<file path="src/rtl/pdc_cfg.svh">
// offsets, codes and sizes of the peripheral dma with crc block
`ifndef PDC_CFG_SVH
`define PDC_CFG_SVH
`define PDC_NCH 9
`define PDC_NREQ 10
`define PDC_CRC_ID 4'h9
`define PDC_CH_END 8'h90
`define PDC_SEL_CTL 2'h0
`define PDC_SEL_SRC 2'h1
`define PDC_SEL_DST 2'h2
`define PDC_SEL_CNT 2'h3
`define PDC_STS 8'h90
`define PDC_MSK 8'h94
`define PDC_CCTL 8'ha0
`define PDC_SEED 8'ha4
`define PDC_CDATA 8'ha8
`define PDC_CSRC 8'hac
`define PDC_CLEN 8'hb0
`define PDC_DIR_P2M 2'h0
`define PDC_DIR_M2P 2'h1
`define PDC_DIR_M2M 2'h2
`define PDC_WID_WORD 2'h0
`define PDC_WID_HALF 2'h1
`define PDC_WID_BYTE 2'h2
`define PDC_HT_IDLE 2'h0
`define PDC_HT_NONSEQ 2'h2
`define PDC_HS_BYTE 3'h0
`define PDC_HS_HALF 3'h1
`define PDC_HS_WORD 3'h2
`define PDC_P_CCITT 2'h0
`define PDC_P_CRC8 2'h1
`define PDC_P_CRC16 2'h2
`define PDC_P_CRC32 2'h3
`define PDC_POLY_CCITT 32'h0000_1021
`define PDC_POLY_CRC8 32'h0000_0007
`define PDC_POLY_CRC16 32'h0000_8005
`define PDC_POLY_CRC32 32'h04c1_1db7
`endif

</file>
<file path="src/rtl/pdc_pkg.sv">
// types of the peripheral dma with crc block
`include "pdc_cfg.svh"
package pdc_pkg;
    typedef enum logic [2:0] {
        M_IDLE, M_RA, M_RD, M_CRC, M_WA, M_WD
    } pdc_mst_state_t;

    typedef struct packed {
        logic [31:0] haddr;
        logic [1:0] htrans;
        logic hwrite;
        logic [2:0] hsize;
        logic [31:0] hwdata;
    } pdc_mst_t;

    typedef struct packed {
        logic [`PDC_NCH-1:0] en;
        logic [`PDC_NCH-1:0][1:0] dir;
        logic [`PDC_NCH-1:0][1:0] wid;
        logic [`PDC_NCH-1:0] sfix;
        logic [`PDC_NCH-1:0] dfix;
        logic [`PDC_NCH-1:0][31:0] src;
        logic [`PDC_NCH-1:0][31:0] dst;
        logic [`PDC_NCH-1:0][15:0] cnt;
        logic [`PDC_NREQ-1:0] sts;
        logic [`PDC_NREQ-1:0] msk;
        logic irq;
        logic [1:0] poly;
        logic irev;
        logic orev;
        logic iinv;
        logic oinv;
        logic cbusy;
        logic [31:0] seed;
        logic [31:0] crc;
        logic [31:0] csrc;
        logic [15:0] clen;
        logic [31:0] csh;
        logic [2:0] ccnt;
        logic pv;
        logic pwr;
        logic pcrc;
        logic [7:0] paddr;
        logic [2:0] psize;
        logic hrdy;
        logic [31:0] hrdata;
        pdc_mst_state_t ms;
        logic [3:0] cur;
        logic [31:0] buf_w;
        pdc_mst_t m;
        logic [`PDC_NCH-1:0] ack;
    } pdc_state_t;
endpackage : pdc_pkg

</file>
<file path="src/rtl/pdc_top.sv">
// nine channel peripheral dma engine with crc generator
//
// Chosen here: the AHB-Lite slave port and the placing of the registers.
`include "pdc_cfg.svh"
module pdc_top (
    // clock and reset
    input wire logic hclk,
    input wire logic hresetn,
    // ahb-lite register slave
    input wire logic hsel,
    input wire logic [31:0] haddr,
    input wire logic [1:0] htrans,
    input wire logic hwrite,
    input wire logic [2:0] hsize,
    input wire logic [31:0] hwdata,
    input wire logic hready,
    output logic hreadyout,
    output logic [31:0] hrdata,
    output logic hresp,
    // ahb-lite data master
    output pdc_pkg::pdc_mst_t m_bus,
    input wire logic [31:0] m_hrdata,
    input wire logic m_hready,
    // peripheral request and acknowledge
    input wire logic [`PDC_NCH-1:0] periph_req,
    output logic [`PDC_NCH-1:0] periph_ack,
    // interrupt
    output logic irq
);
    import pdc_pkg::*;

    pdc_state_t s;
    pdc_state_t n;
    logic accept;
    logic hit;
    logic [3:0] pick;
    logic [3:0] c;
    logic [7:0] b;
    logic [31:0] w;
    logic [2:0] nb;
    logic [`PDC_NREQ-1:0] rdy;

    function automatic logic [31:0] poly_of(input logic [1:0] p);
        case (p)
            `PDC_P_CCITT: poly_of = `PDC_POLY_CCITT;
            `PDC_P_CRC8: poly_of = `PDC_POLY_CRC8;
            `PDC_P_CRC16: poly_of = `PDC_POLY_CRC16;
            default: poly_of = `PDC_POLY_CRC32;
        endcase
    endfunction : poly_of

    function automatic logic [4:0] top_of(input logic [1:0] p);
        case (p)
            `PDC_P_CRC8: top_of = 5'h07;
            `PDC_P_CRC32: top_of = 5'h1f;
            default: top_of = 5'h0f;
        endcase
    endfunction : top_of

    function automatic logic [31:0] mask_of(input logic [1:0] p);
        mask_of = 32'hffff_ffff >> (5'h1f - top_of(p));
    endfunction : mask_of

    // one byte per cycle, msb first, keeps the checksum in the low bits
    function automatic logic [31:0] crc_byte(input logic [31:0] cv,
                                             input logic [7:0] d,
                                             input logic [1:0] p);
        logic [31:0] r;
        logic fb;
        r = cv;
        for (int i = 7; i >= 0; i--) begin
            fb = d[i] ^ r[top_of(p)];
            r = r << 1;
            if (fb) begin
                r = r ^ poly_of(p);
            end
            r = r & mask_of(p);
        end
        crc_byte = r;
    endfunction : crc_byte

    function automatic logic [7:0] rev8(input logic [7:0] d);
        for (int i = 0; i < 8; i++) begin
            rev8[i] = d[7 - i];
        end
    endfunction : rev8

    function automatic logic [31:0] crc_out(input pdc_state_t st);
        logic [31:0] r;
        r = st.crc;
        if (st.orev) begin
            for (int i = 0; i < 32; i++) begin
                r[i] = st.crc[31 - i];
            end
            r = r >> (5'h1f - top_of(st.poly));
        end
        if (st.oinv) begin
            r = ~r & mask_of(st.poly);
        end
        crc_out = r;
    endfunction : crc_out

    function automatic logic [2:0] hs_of(input logic [1:0] wd);
        case (wd)
            `PDC_WID_WORD: hs_of = `PDC_HS_WORD;
            `PDC_WID_HALF: hs_of = `PDC_HS_HALF;
            default: hs_of = `PDC_HS_BYTE;
        endcase
    endfunction : hs_of

    function automatic logic [31:0] step_of(input logic [1:0] wd);
        case (wd)
            `PDC_WID_WORD: step_of = 32'h4;
            `PDC_WID_HALF: step_of = 32'h2;
            default: step_of = 32'h1;
        endcase
    endfunction : step_of

    // read value is fixed at the address phase, so a crc result read
    // must wait until the busy flag in the crc control word drops
    function automatic logic [31:0] rd_reg(input pdc_state_t st,
                                           input logic [7:0] a);
        logic [3:0] k;
        k = a[7:4];
        rd_reg = 32'h0;
        if (a < `PDC_CH_END) begin
            case (a[3:2])
                `PDC_SEL_CTL: rd_reg = {23'h0,
                    st.ms != M_IDLE && st.cur == k, 1'b0,
                    st.dfix[k], st.sfix[k], st.wid[k], st.dir[k],
                    st.en[k]};
                `PDC_SEL_SRC: rd_reg = st.src[k];
                `PDC_SEL_DST: rd_reg = st.dst[k];
                default: rd_reg = {16'h0, st.cnt[k]};
            endcase
        end else begin
            case (a)
                `PDC_STS: rd_reg = {22'h0, st.sts};
                `PDC_MSK: rd_reg = {22'h0, st.msk};
                `PDC_CCTL: rd_reg = {24'h0, st.cbusy || st.ccnt != 3'h0,
                    st.cbusy, st.oinv, st.iinv, st.orev, st.irev, st.poly};
                `PDC_SEED: rd_reg = st.seed;
                `PDC_CDATA: rd_reg = crc_out(st);
                `PDC_CSRC: rd_reg = st.csrc;
                `PDC_CLEN: rd_reg = {16'h0, st.clen};
                default: rd_reg = 32'h0;
            endcase
        end
    endfunction : rd_reg

    assign accept = hsel && htrans[1] && hready;

    always_comb begin
        n = s;
        n.ack = '0;
        b = 8'h0;
        w = hwdata;
        c = s.cur;
        nb = 3'h0;
        hit = 1'b0;
        pick = 4'h0;

        // crc feeder: one byte each cycle, lowest byte first
        if (s.ccnt != 3'h0) begin
            b = s.csh[7:0];
            if (s.iinv) begin
                b = ~b;
            end
            if (s.irev) begin
                b = rev8(b);
            end
            n.crc = crc_byte(s.crc, b, s.poly);
            n.csh = s.csh >> 8;
            n.ccnt = s.ccnt - 3'h1;
        end
        // processor crc write waits for the feeder and for any crc dma run to end, then is stalled
        // for exactly one wait state
        if (s.pv && !s.hrdy && s.ccnt == 3'h0 && !s.cbusy) begin
            n.csh = hwdata;
            case (s.psize)
                `PDC_HS_BYTE: n.ccnt = 3'h1;
                `PDC_HS_HALF: n.ccnt = 3'h2;
                default: n.ccnt = 3'h4;
            endcase
            n.hrdy = 1'b1;
        end

        // register write in the data phase
        if (s.pv && s.hrdy) begin
            n.pv = 1'b0;
            if (s.pwr && !s.pcrc) begin
                c = s.paddr[7:4];
                if (s.paddr < `PDC_CH_END) begin
                    case (s.paddr[3:2])
                        `PDC_SEL_CTL: begin
                            n.en[c] = w[0];
                            n.dir[c] = w[2:1];
                            n.wid[c] = w[4:3];
                            n.sfix[c] = w[5];
                            n.dfix[c] = w[6];
                        end
                        `PDC_SEL_SRC: n.src[c] = w;
                        `PDC_SEL_DST: n.dst[c] = w;
                        default: n.cnt[c] = w[15:0];
                    endcase
                end else begin
                    case (s.paddr)
                        `PDC_STS: n.sts = s.sts & ~w[`PDC_NREQ-1:0];
                        `PDC_MSK: n.msk = w[`PDC_NREQ-1:0];
                        `PDC_CCTL: begin
                            n.poly = w[1:0];
                            n.irev = w[2];
                            n.orev = w[3];
                            n.iinv = w[4];
                            n.oinv = w[5];
                            if (w[6] && !s.cbusy) begin
                                n.cbusy = 1'b1;
                                n.crc = s.seed;
                            end
                        end
                        `PDC_SEED: begin
                            n.seed = w;
                            n.crc = w;
                        end
                        `PDC_CSRC: n.csrc = {w[31:2], 2'h0};
                        `PDC_CLEN: n.clen = w[15:0];
                        default: ;
                    endcase
                end
            end
        end

        // crc dma done sits after the status write so a set beats a clear
        if (s.cbusy && s.clen == 16'h0 && s.ccnt == 3'h0 &&
                s.ms == M_IDLE) begin
            n.cbusy = 1'b0;
            n.sts[`PDC_CRC_ID] = 1'b1;
        end

        // address phase
        if (accept) begin
            n.pv = 1'b1;
            n.pwr = hwrite;
            n.paddr = haddr[7:0];
            n.psize = hsize;
            n.pcrc = hwrite && haddr[7:0] == `PDC_CDATA;
            n.hrdy = !(hwrite && haddr[7:0] == `PDC_CDATA);
            n.hrdata = rd_reg(s, haddr[7:0]);
        end

        // requesters; a channel just acknowledged sits out one cycle
        // so a request still high from the last unit is not reused
        for (int k = 0; k < `PDC_NCH; k++) begin
            rdy[k] = s.en[k] && s.cnt[k] != 16'h0 && !s.ack[k] &&
                (s.dir[k] == `PDC_DIR_M2M || periph_req[k]);
        end
        rdy[`PDC_CRC_ID] = s.cbusy && s.clen != 16'h0;
        for (int k = `PDC_NREQ - 1; k >= 0; k--) begin
            if (rdy[k]) begin
                pick = 4'(k);
                hit = 1'b1;
            end
        end

        // data master: one unit at a time through the holding word
        case (s.ms)
            M_IDLE: begin
                if (hit) begin
                    n.cur = pick;
                    n.ms = M_RA;
                    n.m.htrans = `PDC_HT_NONSEQ;
                    n.m.hwrite = 1'b0;
                    if (pick == `PDC_CRC_ID) begin
                        n.m.haddr = s.csrc;
                        n.m.hsize = `PDC_HS_WORD;
                    end else begin
                        n.m.haddr = s.src[pick];
                        n.m.hsize = hs_of(s.wid[pick]);
                    end
                end
            end
            M_RA: begin
                if (m_hready) begin
                    n.m.htrans = `PDC_HT_IDLE;
                    n.ms = M_RD;
                end
            end
            M_RD: begin
                if (m_hready) begin
                    n.buf_w = m_hrdata;
                    if (s.cur == `PDC_CRC_ID) begin
                        n.ms = M_CRC;
                    end else begin
                        n.ms = M_WA;
                        n.m.haddr = s.dst[s.cur];
                        n.m.htrans = `PDC_HT_NONSEQ;
                        n.m.hwrite = 1'b1;
                    end
                end
            end
            M_CRC: begin
                if (s.ccnt == 3'h0) begin
                    nb = (s.clen >= 16'h4) ? 3'h4 : s.clen[2:0];
                    n.csh = s.buf_w;
                    n.ccnt = nb;
                    n.clen = s.clen - 16'(nb);
                    n.csrc = s.csrc + 32'h4;
                    n.ms = M_IDLE;
                end
            end
            M_WA: begin
                if (m_hready) begin
                    n.m.htrans = `PDC_HT_IDLE;
                    n.m.hwdata = s.buf_w;
                    n.ms = M_WD;
                end
            end
            M_WD: begin
                if (m_hready) begin
                    c = s.cur;
                    if (!s.sfix[c]) begin
                        n.src[c] = s.src[c] + step_of(s.wid[c]);
                    end
                    if (!s.dfix[c]) begin
                        n.dst[c] = s.dst[c] + step_of(s.wid[c]);
                    end
                    n.cnt[c] = s.cnt[c] - 16'h1;
                    if (s.dir[c] != `PDC_DIR_M2M) begin
                        n.ack[c] = 1'b1;
                    end
                    if (s.cnt[c] == 16'h1) begin
                        n.en[c] = 1'b0;
                        n.sts[c] = 1'b1;
                    end
                    n.ms = M_IDLE;
                end
            end
            default: n.ms = M_IDLE;
        endcase

        n.irq = |(n.sts & n.msk);
    end

    always_ff @(posedge hclk or negedge hresetn) begin
        if (!hresetn) begin
            s <= '0;
            s.hrdy <= 1'b1;
        end else begin
            s <= n;
        end
    end

    assign hreadyout = s.hrdy;
    assign hrdata = s.hrdata;
    assign hresp = 1'b0;
    assign m_bus = s.m;
    assign periph_ack = s.ack;
    assign irq = s.irq;
endmodule : pdc_top

</file>
<file path="config.mk">
export PLATFORM = sky130hd
export DESIGN_NAME = pdc_top
export DESIGN_NICKNAME = d
export VERILOG_FILES = /design/src/rtl/pdc_pkg.sv /design/src/rtl/pdc_top.sv
export VERILOG_INCLUDE_DIRS = /design/src /design/src/rtl
export SDC_FILE = /design/constraint.sdc
export NUM_CORES = 2
export LEC_CHECK = 0
export ABC_CLOCK_PERIOD_IN_PS = 17000
export BUFFER_PORTS_ARGS = -buffer_cell sky130_fd_sc_hd__buf_2
export CAP_MARGIN = 15
export CORE_AREA = 2 2 469 471
export DETAILED_ROUTE_END_ITERATION = 6
export DIE_AREA = 0 0 471 473
export SYNTH_ARGS = -nofsm -noshare
export SYNTH_HDL_FRONTEND = slang
export SYNTH_SLANG_ARGS = --single-unit
</file>
<file path="constraint.sdc">
create_clock -name hclk -period 17 [get_ports hclk]
set_clock_uncertainty 0.15 [all_clocks]
set_input_delay 0.85 -clock hclk [delete_from_list [all_inputs] [get_ports hclk]]
set_output_delay 0.85 -clock hclk [all_outputs]
set_load 0.1 [all_outputs]
</file>
==> flow_metrics.tcl <==
set metrics [dict create \
    p_per_area_nw_per_um2 152 \
    hold_slack_ns 0.105 \
    cts.sinks 1121 \
    die_area_um2 223000 \
    slew_violations 0 \
    irDropWorstVdd_mv 0.130 \
    yosysWarningCount 0 \
    fp-row-count 172 \
    setup-tns-final_ns 0 \
    synth_xor_area_share_pct 2.50 \
    fin_crit_ns 10.34 \
    worstMarginPinSlew_ns 1.27 \
    power_leakage_nw 35.0 \
    fp.dieW_um 471 \
    startpoint_type "flop" \
    cp-end-kind "flop" \
    drc_errors 8 \
    grt_max_degree 167 \
    synth_compound_area_share_pct 15.8 \
    finalHoldViolCount 0 \
    post_layout_nonfiller_instances 10300 \
    synthTopCellsByArea "dfrtp_1 (38%), mux4_2 (11%), mux2_2 (8.1%)" \
    status "finished, violations left" \
    p_sw_share_pct 45.0 \
    clk_path_buf_depth 3 \
    overflow 0 \
    ios 230 \
    post-route-period-util_pct 60.8 \
    power.internal_mw 6.78 \
    fill_cells 21600 \
    wl_per_cell_um 28.3 \
    worst-path-stages 27 \
    synth_edf_count 0 \
    hp-class "in2reg" \
    syn_avg_cell_area_um2 9.65 \
    nets 7476 \
    place.gp.congestion 0.974 \
    synth_fa_ha_area_share_pct 0.359 \
    slew_headroom_pct 15.0 \
    maxCapViolCount 0 \
    ant_nets 0 \
    synth_area_leader_cell "dfrtp_1" \
    clock_latency_ns 0.82 \
    tritoncts "yes" \
    drive_gt1_share_pct 21.0 \
    rsz0062_at_grt "false" \
    synth_ff_type "dfrtp_1" \
    worstPathRequired_ns 17.56 \
    setup_viol_count_final 0 \
    arrival_ns 10.90 \
    p_clk_share_pct 25.0 \
    netlist_instances 7647 \
    synthDistinctLibCells 98 \
    dp_cells 10100 \
    comb_power_share_pct 44.7 \
    p_switching_mw 5.56 \
    port_buffers 201 \
    grt_pass1_wl_um 423000 \
    path_buf_inv 2 \
    synth_top_cell_area_share_pct 38.0 \
    synth.area.mux_share_pct 25.9 \
    die_y_um 473 \
    firstDrtPassIters 7 \
    clock-root-buffer "clkbuf_16" \
    crit_slowest_cell "ha_1" \
    vias 63500 \
    core-area_um2 218000 \
    violations "DRC" \
    fmax_mhz 96.7 \
    grt_pass1_vias 60600 \
    antenna_found_initial 30 \
    seqPwrFrac_pct 30.3 \
    clk_pin_slew_ns 0.07 \
    cpPeakStageDelay_ns 0.90 \
    netlist_area_um2 73800 \
    diodes 0 \
    vias_per_cell 6.15 \
    ys_seq_area_share_pct 38.0 \
    synth-simple-area-share_pct 12.4 \
    wl_um 292000 \
    areaGrowthSynthToFinish_pct 9.95 \
    async_reset_ff_share_pct 100 \
    reg2regPathDepth 27 \
    cp_max_fo 23 \
    cts_buffers 136 \
    synth.ff_latch_count 1121 \
    grt_use_total_pct 25.4 \
    drt_iter0_markers 8490 \
    synth_top_family_by_area "multiplexers" \
    holdPathStages 3 \
    post-dp-hpwl_um 188000 \
    criticalPathCategory "reg2reg" \
    initial_utilization_pct 33.8 \
    path_delay_family "simple AND/OR/NAND/NOR gates" \
    htree_levels 4 \
]
## power by group through the flow
stage	Clock (mW)	Sequential, mW	Combinational [mW]
floorplan	0	3.41	4.09
global placement	0	3.71	5.34
detailed placement	0	3.74	5.39
CTS	3.11	3.70	5.42
global route	3.22	3.77	5.87
finish	3.08	3.74	5.52
## metal layers
metal / GRT usage (%) / vias to the layer above / wire (µm) / part of all wire [%]
met5: 0 / - / 291 / 0.10
met4: 10.7 / 44 / 13200 / 4.5
met3: 8.13 / 737 / 35500 / 12
met2: 37.7 / 3843 / 126000 / 43
met1: 33.8 / 31700 / 116000 / 40
li1: - / 27200 / - / -
## layout by cell type (no fill, tap or decap), drive strengths merged, types with 27 or more instances in the layout
cell,n
nand3,71
nand4,33
mux4,346
nor2b,159
a211oi,146
a22o,30
clkbuf,200
o211ai,68
and3,42
buf,364
o221ai,50
a21oi,536
clkinv,29
mux2,536
a22oi,167
inv,56
nor3,56
mux2i,529
nand2,1086
xnor2,131
a221oi,36
nand2b,27
nor2,486
nor4,52
xor2,66
dfrtp,1120
o21ai,740
## flip-flops by register name, indices dropped and copies added, names as in the netlist
| name | count |
|---|---|
| periph_ack | 9 |
| hreadyout | 1 |
| hrdata | 32 |
| irq | 1 |
| s | 1010 |
| m_bus | 68 |
## Yosys cell counts (all sizes together) (22+ instances only)
cell,count
dfrtp,1120
nand2,1086
o21ai,740
clkbuf,575
a21oi,536
mux2,536
mux2i,529
nor2,486
mux4,346
buf,238
a22oi,167
nor2b,159
a211oi,146
xnor2,131
nand3,71
o211ai,68
xor2,66
nor3,56
nor4,52
o221ai,50
inv,47
and3,42
a221oi,36
nand4,33
a22o,30
nand2b,27
o22a,26
or3,22
## path summary, 6_finish.rpt
| path | startpoint | end | slack (ns) |
|---|---|---|---|
| hold / removal | haddr[1] | s[155] | 0.10 |
| hold reg to reg | hrdata[2] | hrdata[2] | 0.33 |
| min in group asynchronous | hresetn | s[262] | 0.55 |
| setup / recovery | s[318] | s[270] | 6.66 |
| max in group asynchronous | hresetn | s[413] | 12.01 |
| setup reg to reg | s[318] | s[270] | 6.66 |
## cells by family after synthesis
group	Yosys count
multiplexers	1411
adder cells (fa/ha/maj)	20
AND/OR/NAND/NOR	2097
flip-flops	1121
buffers and inverters	861
other	2
AO/OA/AOI/OAI	1933
XOR/XNOR	202
## tightest hold or removal path, stage by stage
cell and delay [ns]:
buf_2 0.09, nand2_1 0.04, nand2_1 0.05
## cell type report
type / count / area (µm²) / share of cell area [%]
Multi-Input combinational cell: 5667 / 42300 / 52.1
Timing Repair Buffer: 366 / 2330 / 2.88
Sequential cell: 1121 / 28100 / 34.6
Tap cell: 2871 / 3590 / 4.43
Inverter: 48 / 183 / 0.225
Clock buffer: 199 / 3970 / 4.90
Clock inverter: 51 / 682 / 0.840
## per-stage QoR
step | utilization [%] | power (mW) | instance area, µm² | worst slack (ns)
6_report | 37.2 | 12.3 | 81100 | 6.66
3_3_place_gp | 35.0 | 9.05 | 76500 | 6.25
2_1_floorplan | - | 7.50 | 73800 | 7.82
5_1_grt | 37.2 | 12.9 | 81100 | 6.18
4_1_cts | 37.2 | 12.2 | 81100 | 6.73
3_5_place_dp | 35.0 | 9.13 | 76500 | 6.81
## what timing repair did
item	in CTS	in global routing
resized for setup	0	0
hold buffers	1	0
endpoints found under the hold margin	35	0
buffers inserted	0	0
No activity file was read; power rests on OpenSTA's default activity.
